### src/prc_pkg.sv
// constants and types of the power, reset and clock controller
// Behaviour
// low battery register: threshold 7:3, source bit 2, bit 1 unused, flag bit 0
// threshold is plain binary, 32 levels, 0 lowest, 31 highest
// a reset sequence returns every block register to its reset value; the code keeps the clock source select through it
// the system clock restarts only after the start-up delay
// power-on, brown-out, watchdog or external reset each start a reset
// external reset is active low, held low 2 ms by the outside
// internal mode divides the 2 MHz oscillator by two
// oscillator runs except in halt or with an external source
// two-bit source select: internal, square, crystal, reserved
// external square clock is used undivided
// crystal mode takes clock input, drives crystal output on gpio zero
// halt bit 0 of mode register enters halt, write-only, self-clears
// halt stops the oscillator, low-battery and brown-out circuits
// only the wakeup circuit ends halt
// after halt wake, wait 1 ms before execution resumes
// software writes the mode clear register after halt or idle
// idle bit 1 of mode register enters idle, write-only, self-clears
// idle keeps oscillator, watchdog, timer running; others shut down
// idle wakes on each timer overflow every 8192 cycles
// software disables the wakeup circuit before idle
// idle wake resumes the core next cycle, no start-up delay
// low battery flag read-only, 1 while below threshold
// source select 1 monitors the sense pin, 0 the supply
// flag is synchronised and held at 0 while the circuit is off
package prc_pkg;
  localparam logic [7:0] ADDR_LBC = 8'h00;
  localparam logic [7:0] ADDR_PMODE = 8'h04;
  localparam logic [7:0] ADDR_PMC = 8'h08;
  localparam logic [7:0] ADDR_CLKCFG = 8'h0c;
  localparam logic [7:0] ADDR_STATUS = 8'h10;
  localparam int LBC_THR_LSB = 3;
  localparam int LBC_SRC_BIT = 2;
  localparam int LBC_FLAG_BIT = 0;
  localparam int PM_HALT_BIT = 0;
  localparam int PM_IDLE_BIT = 1;
  localparam int ST_PMC_BIT = 8;
  localparam logic [4:0] THR_RST = 5'h00;
  localparam logic SRC_RST = 1'b0;
  localparam logic [1:0] RESP_OKAY = 2'h0;
  localparam logic [1:0] RESP_SLVERR = 2'h2;
  localparam int SYS_CLK_MHZ = 200;
  localparam int START_DELAY_NS = 1_000_000;
  localparam int EXT_RST_MIN_NS = 2_000_000;
  localparam int START_DELAY_CYC = (START_DELAY_NS * SYS_CLK_MHZ + 999) / 1000;
  localparam int IDLE_WAKE_CYC = 8192;
  localparam int START_W = 18;
  localparam int TIMER_W = 13;
  typedef enum logic [1:0] {
    CLK_INTERNAL = 2'h0,
    CLK_SQUARE = 2'h1,
    CLK_CRYSTAL = 2'h2,
    CLK_RESERVED = 2'h3
  } prc_clksel_e;
  typedef enum logic [4:0] {
    ST_RESET = 5'h01,
    ST_START = 5'h02,
    ST_RUN = 5'h04,
    ST_HALT = 5'h08,
    ST_IDLE = 5'h10
  } prc_state_e;
endpackage

### src/prc_power_reset_clock_ctrl.sv
// power, reset and clock controller with its axi4-lite register slave
`timescale 1ns/100ps
module prc_power_reset_clock_ctrl #(
  parameter int STARTUP_CYCLES = prc_pkg::START_DELAY_CYC, // start-up wait
  parameter int IDLE_WAKE_CYCLES = prc_pkg::IDLE_WAKE_CYC // timer period
) (
  input wire logic sys_clk, // 200 MHz
  input wire logic sys_rst, // async, high
  input wire logic [7:0] s_axi_awaddr, // write address
  input wire logic s_axi_awvalid, // write address valid
  output logic s_axi_awready, // write address ready
  input wire logic [31:0] s_axi_wdata, // write data
  input wire logic [3:0] s_axi_wstrb, // byte enables
  input wire logic s_axi_wvalid, // write data valid
  output logic s_axi_wready, // write data ready
  output logic [1:0] s_axi_bresp, // write response
  output logic s_axi_bvalid, // write response valid
  input wire logic s_axi_bready, // write response ready
  input wire logic [7:0] s_axi_araddr, // read address
  input wire logic s_axi_arvalid, // read address valid
  output logic s_axi_arready, // read address ready
  output logic [31:0] s_axi_rdata, // read data
  output logic [1:0] s_axi_rresp, // read response
  output logic s_axi_rvalid, // read data valid
  input wire logic s_axi_rready, // read data ready
  input wire logic por_detect, // power-on detector
  input wire logic bor_detect, // brown-out comparator
  input wire logic watchdog_expire, // watchdog timeout
  input wire logic ext_reset_n, // external reset pin
  input wire logic osc_clk_in, // 2 MHz oscillator level
  input wire logic external_clock_in, // clock input pin level
  input wire logic multi_input_wakeup, // wake event
  input wire logic lb_cmp_supply, // comparator on supply
  input wire logic lb_cmp_pin, // comparator on sense pin
  input wire logic lb_fuse_en, // low battery enabled
  input wire logic bor_fuse_en, // brown-out enabled
  output logic core_run, // core may execute
  output logic io_reset, // i/o registers held in reset
  output logic osc_enable, // oscillator powered
  output logic lb_enable, // low battery circuit powered
  output logic bor_enable, // brown-out circuit powered
  output logic sys_tick, // one system clock cycle
  output logic [4:0] battery_threshold_select, // to reference
  output logic comparator_source_select, // to input mux
  output logic low_battery_flag, // below threshold
  output logic gpio_zero_out, // crystal output level
  output logic gpio_zero_oe // crystal output drive
);
  prc_pkg::prc_state_e state_r;
  prc_pkg::prc_state_e state_nxt;
  prc_pkg::prc_clksel_e clk_sel_r;
  logic rst_src;
  logic [prc_pkg::START_W-1:0] start_cnt_r;
  logic start_done;
  logic [prc_pkg::TIMER_W-1:0] tmr_cnt_r;
  logic tmr_ovf;
  logic halt_req_r;
  logic idle_req_r;
  logic pmc_pending_r;
  logic [4:0] thr_r;
  logic src_r;
  logic osc_q_r;
  logic ext_q_r;
  logic div_r;
  logic osc_edge;
  logic ext_edge;
  logic clk_tick;
  logic lb_s1_r;
  logic lb_s2_r;
  logic lb_mux;
  logic lb_en_nxt;
  logic bor_en_nxt;
  logic mode_exit;
  logic aw_full_r;
  logic w_full_r;
  logic [7:0] aw_addr_r;
  logic [31:0] w_data_r;
  logic [3:0] w_strb_r;
  logic wr_go;
  logic wr_byte0;
  logic wr_mapped;
  logic [31:0] rd_val;
  logic rd_err;

  // reset sources; watchdog is stopped in halt, brown-out when unpowered
  assign rst_src = por_detect | (bor_detect & bor_enable) |
    (watchdog_expire & (state_r != prc_pkg::ST_HALT)) | ~ext_reset_n;
  assign start_done = start_cnt_r ==
    prc_pkg::START_W'(STARTUP_CYCLES - 1);
  assign tmr_ovf = clk_tick &&
    (tmr_cnt_r == prc_pkg::TIMER_W'(IDLE_WAKE_CYCLES - 1));
  assign mode_exit = (state_r == prc_pkg::ST_HALT ||
    state_r == prc_pkg::ST_IDLE) && state_nxt != state_r;

  // power state sequencing; any reset source overrides all states
  always_comb
  begin
    state_nxt = state_r;
    unique case (state_r)
      prc_pkg::ST_RESET:
        if (!rst_src)
          state_nxt = prc_pkg::ST_START;
      prc_pkg::ST_START:
        if (start_done)
          state_nxt = prc_pkg::ST_RUN;
      prc_pkg::ST_RUN:
        if (halt_req_r)
          state_nxt = prc_pkg::ST_HALT;
        else if (idle_req_r)
          state_nxt = prc_pkg::ST_IDLE;
      prc_pkg::ST_HALT:
        if (multi_input_wakeup)
          state_nxt = prc_pkg::ST_START;
      prc_pkg::ST_IDLE:
        // wakeup circuit is ignored here, software keeps it off
        if (tmr_ovf)
          state_nxt = prc_pkg::ST_RUN;
    endcase
    if (rst_src)
      state_nxt = prc_pkg::ST_RESET;
  end

  // circuits shut down in halt and idle
  assign lb_en_nxt = lb_fuse_en && (state_nxt == prc_pkg::ST_RUN ||
    state_nxt == prc_pkg::ST_START);
  assign bor_en_nxt = bor_fuse_en && state_nxt != prc_pkg::ST_HALT &&
    state_nxt != prc_pkg::ST_IDLE;

  // state register and power control outputs
  always_ff @(posedge sys_clk or posedge sys_rst)
  begin
    if (sys_rst)
    begin
      state_r <= prc_pkg::ST_RESET;
      core_run <= 1'b0;
      io_reset <= 1'b1;
      osc_enable <= 1'b0;
      lb_enable <= 1'b0;
      bor_enable <= 1'b0;
    end
    else
    begin
      state_r <= state_nxt;
      core_run <= state_nxt == prc_pkg::ST_RUN;
      io_reset <= state_nxt == prc_pkg::ST_RESET;
      osc_enable <= state_nxt != prc_pkg::ST_HALT &&
        clk_sel_r == prc_pkg::CLK_INTERNAL;
      lb_enable <= lb_en_nxt;
      bor_enable <= bor_en_nxt;
    end
  end

  // start-up delay counter, cleared outside the start-up state
  always_ff @(posedge sys_clk or posedge sys_rst)
  begin
    if (sys_rst)
      start_cnt_r <= '0;
    else if (state_r == prc_pkg::ST_START && !start_done)
      start_cnt_r <= start_cnt_r + 1'b1;
    else
      start_cnt_r <= '0;
  end

  // clock source edges; inputs arrive synchronous to sys_clk
  assign osc_edge = osc_clk_in & ~osc_q_r;
  assign ext_edge = external_clock_in & ~ext_q_r;
  always_ff @(posedge sys_clk or posedge sys_rst)
  begin
    if (sys_rst)
    begin
      osc_q_r <= 1'b0;
      ext_q_r <= 1'b0;
      div_r <= 1'b0;
    end
    else
    begin
      osc_q_r <= osc_clk_in;
      ext_q_r <= external_clock_in;
      if (osc_edge && osc_enable)
        div_r <= ~div_r;
    end
  end

  // one tick per system clock cycle of the chosen source
  always_comb
  begin
    unique case (clk_sel_r)
      prc_pkg::CLK_INTERNAL:
        clk_tick = osc_edge & div_r & osc_enable;
      prc_pkg::CLK_SQUARE:
        clk_tick = ext_edge;
      prc_pkg::CLK_CRYSTAL:
        clk_tick = ext_edge;
      prc_pkg::CLK_RESERVED:
        clk_tick = 1'b0;
    endcase
  end

  // core clock is held still until the sequence reaches run
  always_ff @(posedge sys_clk or posedge sys_rst)
  begin
    if (sys_rst)
    begin
      sys_tick <= 1'b0;
      gpio_zero_out <= 1'b0;
      gpio_zero_oe <= 1'b0;
    end
    else
    begin
      sys_tick <= clk_tick && state_r == prc_pkg::ST_RUN;
      gpio_zero_oe <= clk_sel_r == prc_pkg::CLK_CRYSTAL;
      gpio_zero_out <= clk_sel_r == prc_pkg::CLK_CRYSTAL &&
        !external_clock_in;
    end
  end

  // timer keeps counting through idle, cleared in halt, reset and start-up
  always_ff @(posedge sys_clk or posedge sys_rst)
  begin
    if (sys_rst)
      tmr_cnt_r <= '0;
    else if (state_r != prc_pkg::ST_RUN && state_r != prc_pkg::ST_IDLE)
      tmr_cnt_r <= '0;
    else if (tmr_ovf)
      tmr_cnt_r <= '0;
    else if (clk_tick)
      tmr_cnt_r <= tmr_cnt_r + 1'b1;
  end

  // low battery comparator: select, synchronise, gate when unpowered
  assign lb_mux = src_r ? lb_cmp_pin : lb_cmp_supply;
  always_ff @(posedge sys_clk or posedge sys_rst)
  begin
    if (sys_rst)
    begin
      lb_s1_r <= 1'b0;
      lb_s2_r <= 1'b0;
      low_battery_flag <= 1'b0;
    end
    else
    begin
      lb_s1_r <= lb_mux;
      lb_s2_r <= lb_s1_r;
      low_battery_flag <= lb_s2_r & lb_en_nxt;
    end
  end

  // write channel acceptance, address and data in either order
  assign wr_go = aw_full_r & w_full_r & ~s_axi_bvalid;
  assign wr_byte0 = wr_go & w_strb_r[0] & (state_r != prc_pkg::ST_RESET);
  assign wr_mapped = aw_addr_r == prc_pkg::ADDR_LBC ||
    aw_addr_r == prc_pkg::ADDR_PMODE || aw_addr_r == prc_pkg::ADDR_PMC ||
    aw_addr_r == prc_pkg::ADDR_CLKCFG || aw_addr_r == prc_pkg::ADDR_STATUS;
  always_ff @(posedge sys_clk or posedge sys_rst)
  begin
    if (sys_rst)
    begin
      aw_full_r <= 1'b0;
      w_full_r <= 1'b0;
      aw_addr_r <= 8'h00;
      w_data_r <= 32'h0000_0000;
      w_strb_r <= 4'h0;
      s_axi_awready <= 1'b1;
      s_axi_wready <= 1'b1;
      s_axi_bvalid <= 1'b0;
      s_axi_bresp <= prc_pkg::RESP_OKAY;
    end
    else
    begin
      if (s_axi_awvalid && s_axi_awready)
      begin
        aw_full_r <= 1'b1;
        aw_addr_r <= s_axi_awaddr;
        s_axi_awready <= 1'b0;
      end
      else if (wr_go)
        aw_full_r <= 1'b0;
      if (s_axi_wvalid && s_axi_wready)
      begin
        w_full_r <= 1'b1;
        w_data_r <= s_axi_wdata;
        w_strb_r <= s_axi_wstrb;
        s_axi_wready <= 1'b0;
      end
      else if (wr_go)
        w_full_r <= 1'b0;
      if (wr_go)
      begin
        s_axi_bvalid <= 1'b1;
        s_axi_bresp <= wr_mapped ? prc_pkg::RESP_OKAY :
          prc_pkg::RESP_SLVERR;
      end
      else if (s_axi_bvalid && s_axi_bready)
      begin
        // ready only returns once the response is gone: one write at a time
        s_axi_bvalid <= 1'b0;
        s_axi_awready <= 1'b1;
        s_axi_wready <= 1'b1;
      end
    end
  end

  // software registers; the reset sequence restores them
  always_ff @(posedge sys_clk or posedge sys_rst)
  begin
    if (sys_rst)
    begin
      thr_r <= prc_pkg::THR_RST;
      src_r <= prc_pkg::SRC_RST;
    end
    else if (state_r == prc_pkg::ST_RESET)
    begin
      thr_r <= prc_pkg::THR_RST;
      src_r <= prc_pkg::SRC_RST;
    end
    else if (wr_byte0 && aw_addr_r == prc_pkg::ADDR_LBC)
    begin
      thr_r <= w_data_r[prc_pkg::LBC_THR_LSB +: 5];
      src_r <= w_data_r[prc_pkg::LBC_SRC_BIT];
    end
  end
  assign battery_threshold_select = thr_r;
  assign comparator_source_select = src_r;

  // clock source select lives through the reset sequence
  always_ff @(posedge sys_clk or posedge sys_rst)
  begin
    if (sys_rst)
      clk_sel_r <= prc_pkg::CLK_INTERNAL;
    else if (wr_byte0 && aw_addr_r == prc_pkg::ADDR_CLKCFG)
      clk_sel_r <= prc_pkg::prc_clksel_e'(w_data_r[1:0]);
  end

  // mode request bits, cleared by hardware when the mode ends
  always_ff @(posedge sys_clk or posedge sys_rst)
  begin
    if (sys_rst)
    begin
      halt_req_r <= 1'b0;
      idle_req_r <= 1'b0;
    end
    else if (state_r == prc_pkg::ST_RESET)
    begin
      halt_req_r <= 1'b0;
      idle_req_r <= 1'b0;
    end
    else if (mode_exit)
    begin
      halt_req_r <= 1'b0;
      idle_req_r <= 1'b0;
    end
    else if (wr_byte0 && aw_addr_r == prc_pkg::ADDR_PMODE)
    begin
      if (w_data_r[prc_pkg::PM_HALT_BIT])
        halt_req_r <= 1'b1;
      if (w_data_r[prc_pkg::PM_IDLE_BIT])
        idle_req_r <= 1'b1;
    end
  end

  // pending clear after a wake; a wake in the clear cycle wins
  always_ff @(posedge sys_clk or posedge sys_rst)
  begin
    if (sys_rst)
      pmc_pending_r <= 1'b0;
    else if (state_r == prc_pkg::ST_RESET)
      pmc_pending_r <= 1'b0;
    else if (mode_exit && !rst_src)
      pmc_pending_r <= 1'b1;
    else if (wr_byte0 && aw_addr_r == prc_pkg::ADDR_PMC)
      pmc_pending_r <= 1'b0;
  end

  // read decode; mode and clear registers are write-only
  always_comb
  begin
    rd_val = 32'h0000_0000;
    rd_err = 1'b0;
    unique case (s_axi_araddr)
      prc_pkg::ADDR_LBC:
      begin
        rd_val[prc_pkg::LBC_THR_LSB +: 5] = thr_r;
        rd_val[prc_pkg::LBC_SRC_BIT] = src_r;
        rd_val[prc_pkg::LBC_FLAG_BIT] = low_battery_flag;
      end
      prc_pkg::ADDR_PMODE, prc_pkg::ADDR_PMC:
        rd_val = 32'h0000_0000;
      prc_pkg::ADDR_CLKCFG:
        rd_val[1:0] = clk_sel_r;
      prc_pkg::ADDR_STATUS:
      begin
        rd_val[4:0] = state_r;
        rd_val[prc_pkg::ST_PMC_BIT] = pmc_pending_r;
      end
      default:
        rd_err = 1'b1;
    endcase
  end

  // read channel, data captured in the address cycle
  always_ff @(posedge sys_clk or posedge sys_rst)
  begin
    if (sys_rst)
    begin
      s_axi_arready <= 1'b1;
      s_axi_rvalid <= 1'b0;
      s_axi_rdata <= 32'h0000_0000;
      s_axi_rresp <= prc_pkg::RESP_OKAY;
    end
    else if (s_axi_arvalid && s_axi_arready)
    begin
      s_axi_arready <= 1'b0;
      s_axi_rvalid <= 1'b1;
      s_axi_rdata <= rd_val;
      s_axi_rresp <= rd_err ? prc_pkg::RESP_SLVERR : prc_pkg::RESP_OKAY;
    end
    else if (s_axi_rvalid && s_axi_rready)
    begin
      s_axi_rvalid <= 1'b0;
      s_axi_arready <= 1'b1;
    end
  end

  // checks
  property p_flag_shut;
    @(posedge sys_clk) disable iff (sys_rst)
    (state_r == prc_pkg::ST_HALT || state_r == prc_pkg::ST_IDLE)
      |-> !low_battery_flag;
  endproperty
  a_flag_shut: assert property (p_flag_shut)
    else $error("low battery flag set while circuit is off");

  property p_halt_off;
    @(posedge sys_clk) disable iff (sys_rst)
    state_r == prc_pkg::ST_HALT |-> !osc_enable && !lb_enable &&
      !bor_enable && !core_run;
  endproperty
  a_halt_off: assert property (p_halt_off)
    else $error("circuit left powered in halt");

  property p_halt_hold;
    @(posedge sys_clk) disable iff (sys_rst)
    state_r == prc_pkg::ST_HALT && !multi_input_wakeup && !rst_src
      |=> state_r == prc_pkg::ST_HALT;
  endproperty
  a_halt_hold: assert property (p_halt_hold)
    else $error("halt ended without wake event");

  property p_start_len;
    @(posedge sys_clk) disable iff (sys_rst)
    $rose(core_run) && $past(state_r) == prc_pkg::ST_START |->
      $past(start_cnt_r) == prc_pkg::START_W'(STARTUP_CYCLES - 1);
  endproperty
  a_start_len: assert property (p_start_len)
    else $error("start-up delay has wrong length");

  property p_idle_wake;
    @(posedge sys_clk) disable iff (sys_rst)
    state_r == prc_pkg::ST_IDLE && tmr_ovf && !rst_src
      |=> state_r == prc_pkg::ST_RUN && core_run && !idle_req_r;
  endproperty
  a_idle_wake: assert property (p_idle_wake)
    else $error("idle wake did not resume next cycle");

  property p_idle_hold;
    @(posedge sys_clk) disable iff (sys_rst)
    state_r == prc_pkg::ST_IDLE && !tmr_ovf && !rst_src
      |=> state_r == prc_pkg::ST_IDLE && osc_enable ==
      (clk_sel_r == prc_pkg::CLK_INTERNAL);
  endproperty
  a_idle_hold: assert property (p_idle_hold)
    else $error("idle ended without timer overflow");

  property p_reset;
    @(posedge sys_clk) disable iff (sys_rst)
    rst_src |=> io_reset && !core_run ##1 thr_r == prc_pkg::THR_RST &&
      !halt_req_r && !idle_req_r;
  endproperty
  a_reset: assert property (p_reset)
    else $error("reset source did not reset the block");

  property p_halt_clear;
    @(posedge sys_clk) disable iff (sys_rst)
    state_r == prc_pkg::ST_HALT ##1 state_r == prc_pkg::ST_START
      |-> !halt_req_r && !core_run;
  endproperty
  a_halt_clear: assert property (p_halt_clear)
    else $error("halt request not cleared on exit");

  property p_div;
    @(posedge sys_clk) disable iff (sys_rst)
    clk_sel_r == prc_pkg::CLK_INTERNAL && osc_enable && osc_edge &&
      state_r == prc_pkg::ST_RUN |=> sys_tick == $past(div_r);
  endproperty
  a_div: assert property (p_div)
    else $error("internal clock not divided by two");

  property p_square;
    @(posedge sys_clk) disable iff (sys_rst)
    clk_sel_r == prc_pkg::CLK_SQUARE && ext_edge &&
      state_r == prc_pkg::ST_RUN |=> sys_tick;
  endproperty
  a_square: assert property (p_square)
    else $error("square clock edge gave no tick");

  property p_xtal;
    @(posedge sys_clk) disable iff (sys_rst)
    clk_sel_r == prc_pkg::CLK_CRYSTAL |=> gpio_zero_oe &&
      gpio_zero_out == !$past(external_clock_in);
  endproperty
  a_xtal: assert property (p_xtal)
    else $error("crystal output not driven");

  property p_rsvd;
    @(posedge sys_clk) disable iff (sys_rst)
    clk_sel_r == prc_pkg::CLK_RESERVED |=> !sys_tick;
  endproperty
  a_rsvd: assert property (p_rsvd)
    else $error("reserved clock source gave a tick");
endmodule

### config.mk
export PLATFORM = sky130hd
export DESIGN_NAME = prc_power_reset_clock_ctrl
export DESIGN_NICKNAME = d
export VERILOG_FILES = /design/src/prc_pkg.sv /design/src/prc_power_reset_clock_ctrl.sv
export SDC_FILE = /design/constraint.sdc
export NUM_CORES = 1
export LEC_CHECK = 0
export BUFFER_PORTS_ARGS = -buffer_cell sky130_fd_sc_hd__buf_2
export CAP_MARGIN = 20
export CORE_MARGIN = 3
export CORE_UTILIZATION = 37
export CTS_CLUSTER_SIZE = 10
export DETAILED_ROUTE_END_ITERATION = 12
export SYNTH_ARGS = -nofsm -noshare
export SYNTH_HDL_FRONTEND = slang
export SYNTH_SLANG_ARGS = --single-unit
### constraint.sdc
create_clock -name sys_clk -period 2.9 [get_ports sys_clk]
set_input_delay 0.435 -clock sys_clk [delete_from_list [all_inputs] [get_ports sys_clk]]
set_output_delay 0.435 -clock sys_clk [all_outputs]
set_load 0.005 [all_outputs]
==> impl_metrics.yaml, run 1 <==
placement:
  dpl.hpwl_mm: 6.82
  routabilityCongestion: 0.806
  port_buffers: 73
final_layout:
  area_growth_pct: 18.0
  layout_common_cells: "91 x dfrtp_1, 73 x buf_2, 48 x nor2_1"
  n_antenna_cell: 0
  layout-drive-gt1-share_pct: 25.0
  mostFrequentLayoutCell: "dfrtp_1"
  final_core_util_pct: 44.8
  nets: 587
floorplan:
  core_area_um2: 12100
  die_x_um: 117
  ios: 126
  dieHeight_um: 117
  die_area_um2: 13800
  start_util_pct: 38.0
  num_rows: 40
clocking:
  cts_max_level: 3
  cts_tree: "done"
  worstSkewPairLatency_ps: 350
  clk_path_buf_depth: 2
  cts.sink_count: 96
  root_buffer: "clkbuf_16"
  cts.hold.buffers_added: 0
  path_clk_slew_ps: 60
  post_cts_buffers: 0
  cts_made_buffers: 9
  cts_resized: 0
synth:
  ys.flop_type: "dfrtp_1"
  async_flop_share_pct: 100
  syn_avg_cell_area_um2: 10.6
  synth_warnings: 0
  ys_ff_latch: 96
  synth.distinct_cells: 56
  synthCells: 434
  yosysSeqAreaShare_pct: 52.6
  syn_area_um2: 4580
  synth_edf_count: 0
global_routing:
  grt_use_total_pct: 14.8
  grt_pass1_vias: 3312
  antenna_found_initial: 1
  grt_pass1_wl_mm: 15.8
  overflow: 0
  grt_max_degree: 44
critical_path:
  path_delay_family: "compound AO/OA/AOI/OAI gates"
  critPathBufInv: 0
  crit_path_end_kind: "flip-flop"
  crit_required_ps: 3160
  critPathMaxStageDelay_ps: 630
  critPathSlowestCell: "or4b_4"
  critPathKind: "reg2reg"
  cp-start-kind: "flip-flop"
  cp_max_fo: 16
  cp.arrival_ps: 2650
  worstPathCellList: "or4b_4, o311a_4, a2111oi_4, o211a_1, a21oi_2, nor3_1"
route:
  viasPerCell: 4.82
  first_iter_violations: 116
  wl_mm: 9.38
  drc: 0
  post_drt_wl_per_cell_um: 13.7
  vias: 3300
  first_pass_iters: 4
  postRouteAntennaNets: 0
sta:
  finalClockSkew_ps: 5.50
  max_slew_margin_pct: 55.8
  post-route-period-util_pct: 82.4
  slew_viol_final: 0
  tightestPinTransition_ps: 659
  rsz0062_at_grt: "false"
  hold_slack_ps: 162
  final_hold_viol_count: 0
  max_freq_mhz: 419
  fin_crit_ps: 2390
  totalNegativeSetupSlack_ps: 0
  finalSetupViolations: 0
power:
  ir_drop_uv: 389
  cellPowerDensity_nw_per_um2: 618
  p_leak_nw: 2.50
min_path:
  hold_class: "in2async"
flow_run:
  cap_violations: 0
run_status:
  status: "finished clean"
metal layers:
layer | GRT usage, % | vias up | wire length [um]
met5 | 0 | - | 13
met4 | 7.49 | 2 | 256
met3 | 4.32 | 19 | 589
met2 | 22.4 | 95 | 4220
met1 | 19.3 | 1564 | 4300
li1 | - | 1620 | -
final timing paths:
check                                 from    endpoint  slack [ps]  depth (start not counted)
worst max-delay path            state_r[2]  idle_req_r         510                          6
worst min-delay path               sys_rst   lb_enable         160                          2
worst max register to register  state_r[2]  idle_req_r         510                          6
worst min register to register     lb_s1_r     lb_s2_r         350                          0
max in group asynchronous          sys_rst    io_reset        2070                          3
min in group sys_clk            osc_clk_in     osc_q_r         210                          1
state kept, by name, indices dropped and copies added (netlist names), 2 cells and up:
register and count:
aw_addr_r 8, start_cnt_r 18, w_data_r 8, battery_threshold_select 5, state_r 5, clk_sel_r 2
s_axi_rdata 9, tmr_cnt_r 13
synthesized netlist by cell type, types with 2 or more instances:
library cell,count,share of area [%]
dfrtp_1,91,50
nor2_1,48,3.9
nand2_1,43,3.5
buf_4,26,4.3
o21ai_0,24,2.6
mux2_2,21,5.2
xor2_1,17,3.3
and3_1,14,1.9
inv_1,13,1.1
nand3_1,13,1.4
xnor2_1,10,1.9
nand4_1,8,1.1
a21oi_1,7,0.76
clkbuf_1,7,0.57
nor3_1,6,0.66
a21o_1,5,0.82
dfstp_2,5,2.9
ha_1,5,1.4
mux2i_1,5,1.1
nor2b_1,5,0.68
a22o_1,4,0.76
a31oi_1,4,0.55
and4_1,4,0.76
nor3b_1,4,0.66
and2_1,3,0.41
nand3b_1,3,0.49
or4_1,3,0.49
a22oi_1,2,0.33
buf_1,2,0.16
nor4bb_1,2,0.44
o211a_1,2,0.44
o21a_1,2,0.33
o32ai_1,2,0.38
or3_1,2,0.27
through the flow:
| step | std cells | instance area [um2] | setup WS (ps) | power (mW) |
|---|---|---|---|---|
| CTS | 685 | 5410 | 506 | 3.39 |
| detailed placement | 669 | 5070 | 540 | 2.02 |
| global route | 685 | 5410 | 290 | 3.50 |
| finish | 685 | 5410 | 511 | 3.34 |
| floorplan | 458 | 4670 | 815 | 1.91 |
| global placement | 669 | 5070 | 555 | 2.01 |
layout make-up:
| type | instances | area, um2 |
|---|---|---|
| well taps | 168 | 210 |
| repair buffers | 80 | 430 |
| inverters | 13 | 52.6 |
| clock inverters | 6 | 108 |
| flip-flops and latches | 96 | 2410 |
| multi-input cells | 312 | 1970 |
| fillers | 1128 | 6660 |
| clock buffers | 10 | 229 |
power breakdown:
group | internal [mW] | switching (mW) | total [mW]
registers | 1.52 | 0.115 | 1.64
clock network | 0.840 | 0.503 | 1.34
logic | 0.201 | 0.158 | 0.359
logic make-up (layout without fill, tap and decap cells):
family | Yosys count | after routing | synth area share, %
simple gates | 166 | 166 | 18.3
buf+inv | 50 | 109 | 6.42
xor+xnor | 27 | 27 | 5.16
other cells | 1 | 25 | 0.0819
mux | 26 | 26 | 6.26
compound gates | 63 | 63 | 9.81
flops | 96 | 96 | 52.6
fa+ha+maj | 5 | 5 | 1.37
Note: power is estimated with default switching activity, not from simulation.
==> run 2: changes to the inputs <==
Clock period 2.9 ns to 2.3 ns, I/O delays scaled along.
==> run 2 against run 1 <==
Net effect: total power up 17%; wire length up 0.64%; utilization up 0.51 points; combinational power up 30%; critical path depth unchanged; die area unchanged; via count up 1.8%; worst hold slack worse by 110 ps; design area up 1.1%; clock power about the same; critical path type unchanged; largest power group unchanged; highest routed layer is now met4.
==> impl_metrics.yaml, run 2 (same netlist as run 1, synthesis figures left out) <==
sta:
  post-route-period-util_pct: 93.7
  finalClockSkew_ps: 8.85
  tightestPinTransition_ps: 560
  worst_slack_ps: 144
  final_hold_viol_count: 0
  max_freq_mhz: 464
  fin_crit_ps: 2160
  slew_viol_final: 0
  max_slew_margin_pct: 62.6
  finalSetupViolations: 0
  totalNegativeSetupSlack_ps: 0
  rsz0062_at_grt: "false"
critical_path:
  r2r_slack_ps: 140
  cp_max_fo: 8
  startpoint: "state_r[4]"
  reg2reg_depth: 6
  endpoint: "low_battery_flag"
  critPathBufInv: 1
  critPathKind: "reg2reg"
  cp-start-kind: "flip-flop"
  path_delay_family: "compound AO/OA/AOI/OAI gates"
  crit_path_end_kind: "flip-flop"
  worstPathCellList: "or4b_4, buf_4, a211o_1, a211oi_2, nor2_2, o211a_1"
  crit_required_ps: 2530
  reg2reg_from: "state_r[4]"
  reg2reg_to: "low_battery_flag"
  critPathSlowestCell: "or4b_4"
  critPathMaxStageDelay_ps: 560
  cp.arrival_ps: 2390
  cp_num_cells: 6
global_routing:
  grt_max_degree: 35
  grt_pass1_vias: 3325
  antenna_found_initial: 0
  grt_use_total_pct: 14.8
  grt_pass1_wl_mm: 16.0
  overflow: 0
route:
  first_pass_iters: 4
  vias: 3358
  post_drt_wl_per_cell_um: 13.5
  met2WireLength_mm: 4.46
  highest_layer: "met4"
  postRouteAntennaNets: 0
  viasPerCell: 4.80
  wl_mm: 9.44
  first_iter_violations: 121
  met3WireLength_um: 567
  drc: 0
  wl_met1_mm: 4.23
final_layout:
  reg_top3: "start_cnt_r: 18 flops, tmr_cnt_r: 13 flops, s_axi_rdata: 9 flops"
  layout-drive-gt1-share_pct: 27.3
  nets: 601
  area_growth_pct: 19.4
  layout_common_cells: "89 x dfrtp_1, 73 x buf_2, 48 x nor2_1"
  top_register: "start_cnt_r"
  n_antenna_cell: 0
  final_core_util_pct: 45.3
  largest_reg_flops: 18
  mostFrequentLayoutCell: "dfrtp_1"
  nFillCells: 1129
  final_cell_area_um2: 5470
clocking:
  path_clk_slew_ps: 60
  cts.sink_count: 96
  clk_path_buf_depth: 2
  cts.hold.buffers_added: 0
  cts_tree: "done"
  worstSkewPairLatency_ps: 340
  root_buffer: "clkbuf_16"
  cts_made_buffers: 9
  cts_max_level: 3
  post_cts_buffers: 0
floorplan:
  core_area_um2: 12100
  num_rows: 40
  ios: 126
  die_area_um2: 13800
  start_util_pct: 38.0
  die_x_um: 117
  dieHeight_um: 117
power:
  ir_drop_uv: 556
  cellPowerDensity_nw_per_um2: 713
  p_leak_nw: 2.53
placement:
  port_buffers: 73
  place_ws_ps: 109
  dpl.hpwl_mm: 7.15
  dpl_cell_area_um2: 5170
  routabilityCongestion: 0.775
flow_run:
  cap_violations: 0
min_path:
  hold_class: "in2async"
run_status:
  status: "finished clean"
run 2: worst min-delay path by stage:
stage | from | end | cells after the start | slack [ps]
floorplan | lb_s1_r | lb_s2_r | 0 | 330
global placement | lb_s1_r | lb_s2_r | 0 | 340
detailed placement | lb_s1_r | lb_s2_r | 0 | 340
CTS | sys_rst | core_run | 2 | 60
global route | sys_rst | core_run | 2 | 90
finish | sys_rst | core_run | 2 | 50
run 2: power by group:
group | switching (mW) | total, mW | internal, mW
clock network | 0.602 | 1.37 | 0.768
registers | 0.144 | 2.06 | 1.92
logic | 0.201 | 0.465 | 0.263
run 2: what timing repair did:
action | CTS | global route
endpoints found under the hold margin | 0 | 0
setup endpoints to repair | 0 | 7
gates resized for setup | 0 | 5
run 2: routing by layer:
| metal | vias up | global-route usage [%] |
|---|---|---|
| met1 | 1617 | 19.7 |
| met2 | 85 | 23.1 |
| li1 | 1642 | - |
| met4 | 0 | 5.05 |
| met3 | 14 | 4.47 |
| met5 | - | 0 |
run 2: worst reg2reg max path: stages (launching register included):
cell,delay [ps]
dfrtp_2,480
or4b_4,570
buf_4,160
a211o_1,250
a211oi_2,280
nor2_2,90
o211a_1,230
run 2: area by class of cell:
type / count / area (um2) / area share, %
Timing Repair Buffer: 94 / 536 / 9.79
Inverter: 13 / 52.6 / 0.961
Sequential cell: 96 / 2410 / 44.1
Multi-Input combinational cell: 312 / 1990 / 36.3
Tap cell: 168 / 210 / 3.84
Clock buffer: 14 / 254 / 4.65
Clock inverter: 2 / 17.5 / 0.320
run 2: stage by stage:
| stage | std cells | hold WS (ps) | power, mW |
|---|---|---|---|
| 4_1_cts | 699 | 64.1 | 3.95 |
| 5_1_grt | 699 | 94.9 | 4.10 |
| 3_3_place_gp | 683 | 335 | 2.54 |
| 2_1_floorplan | 458 | 331 | 2.41 |
| 6_report | 699 | 54.9 | 3.90 |
| 3_5_place_dp | 683 | 336 | 2.56 |
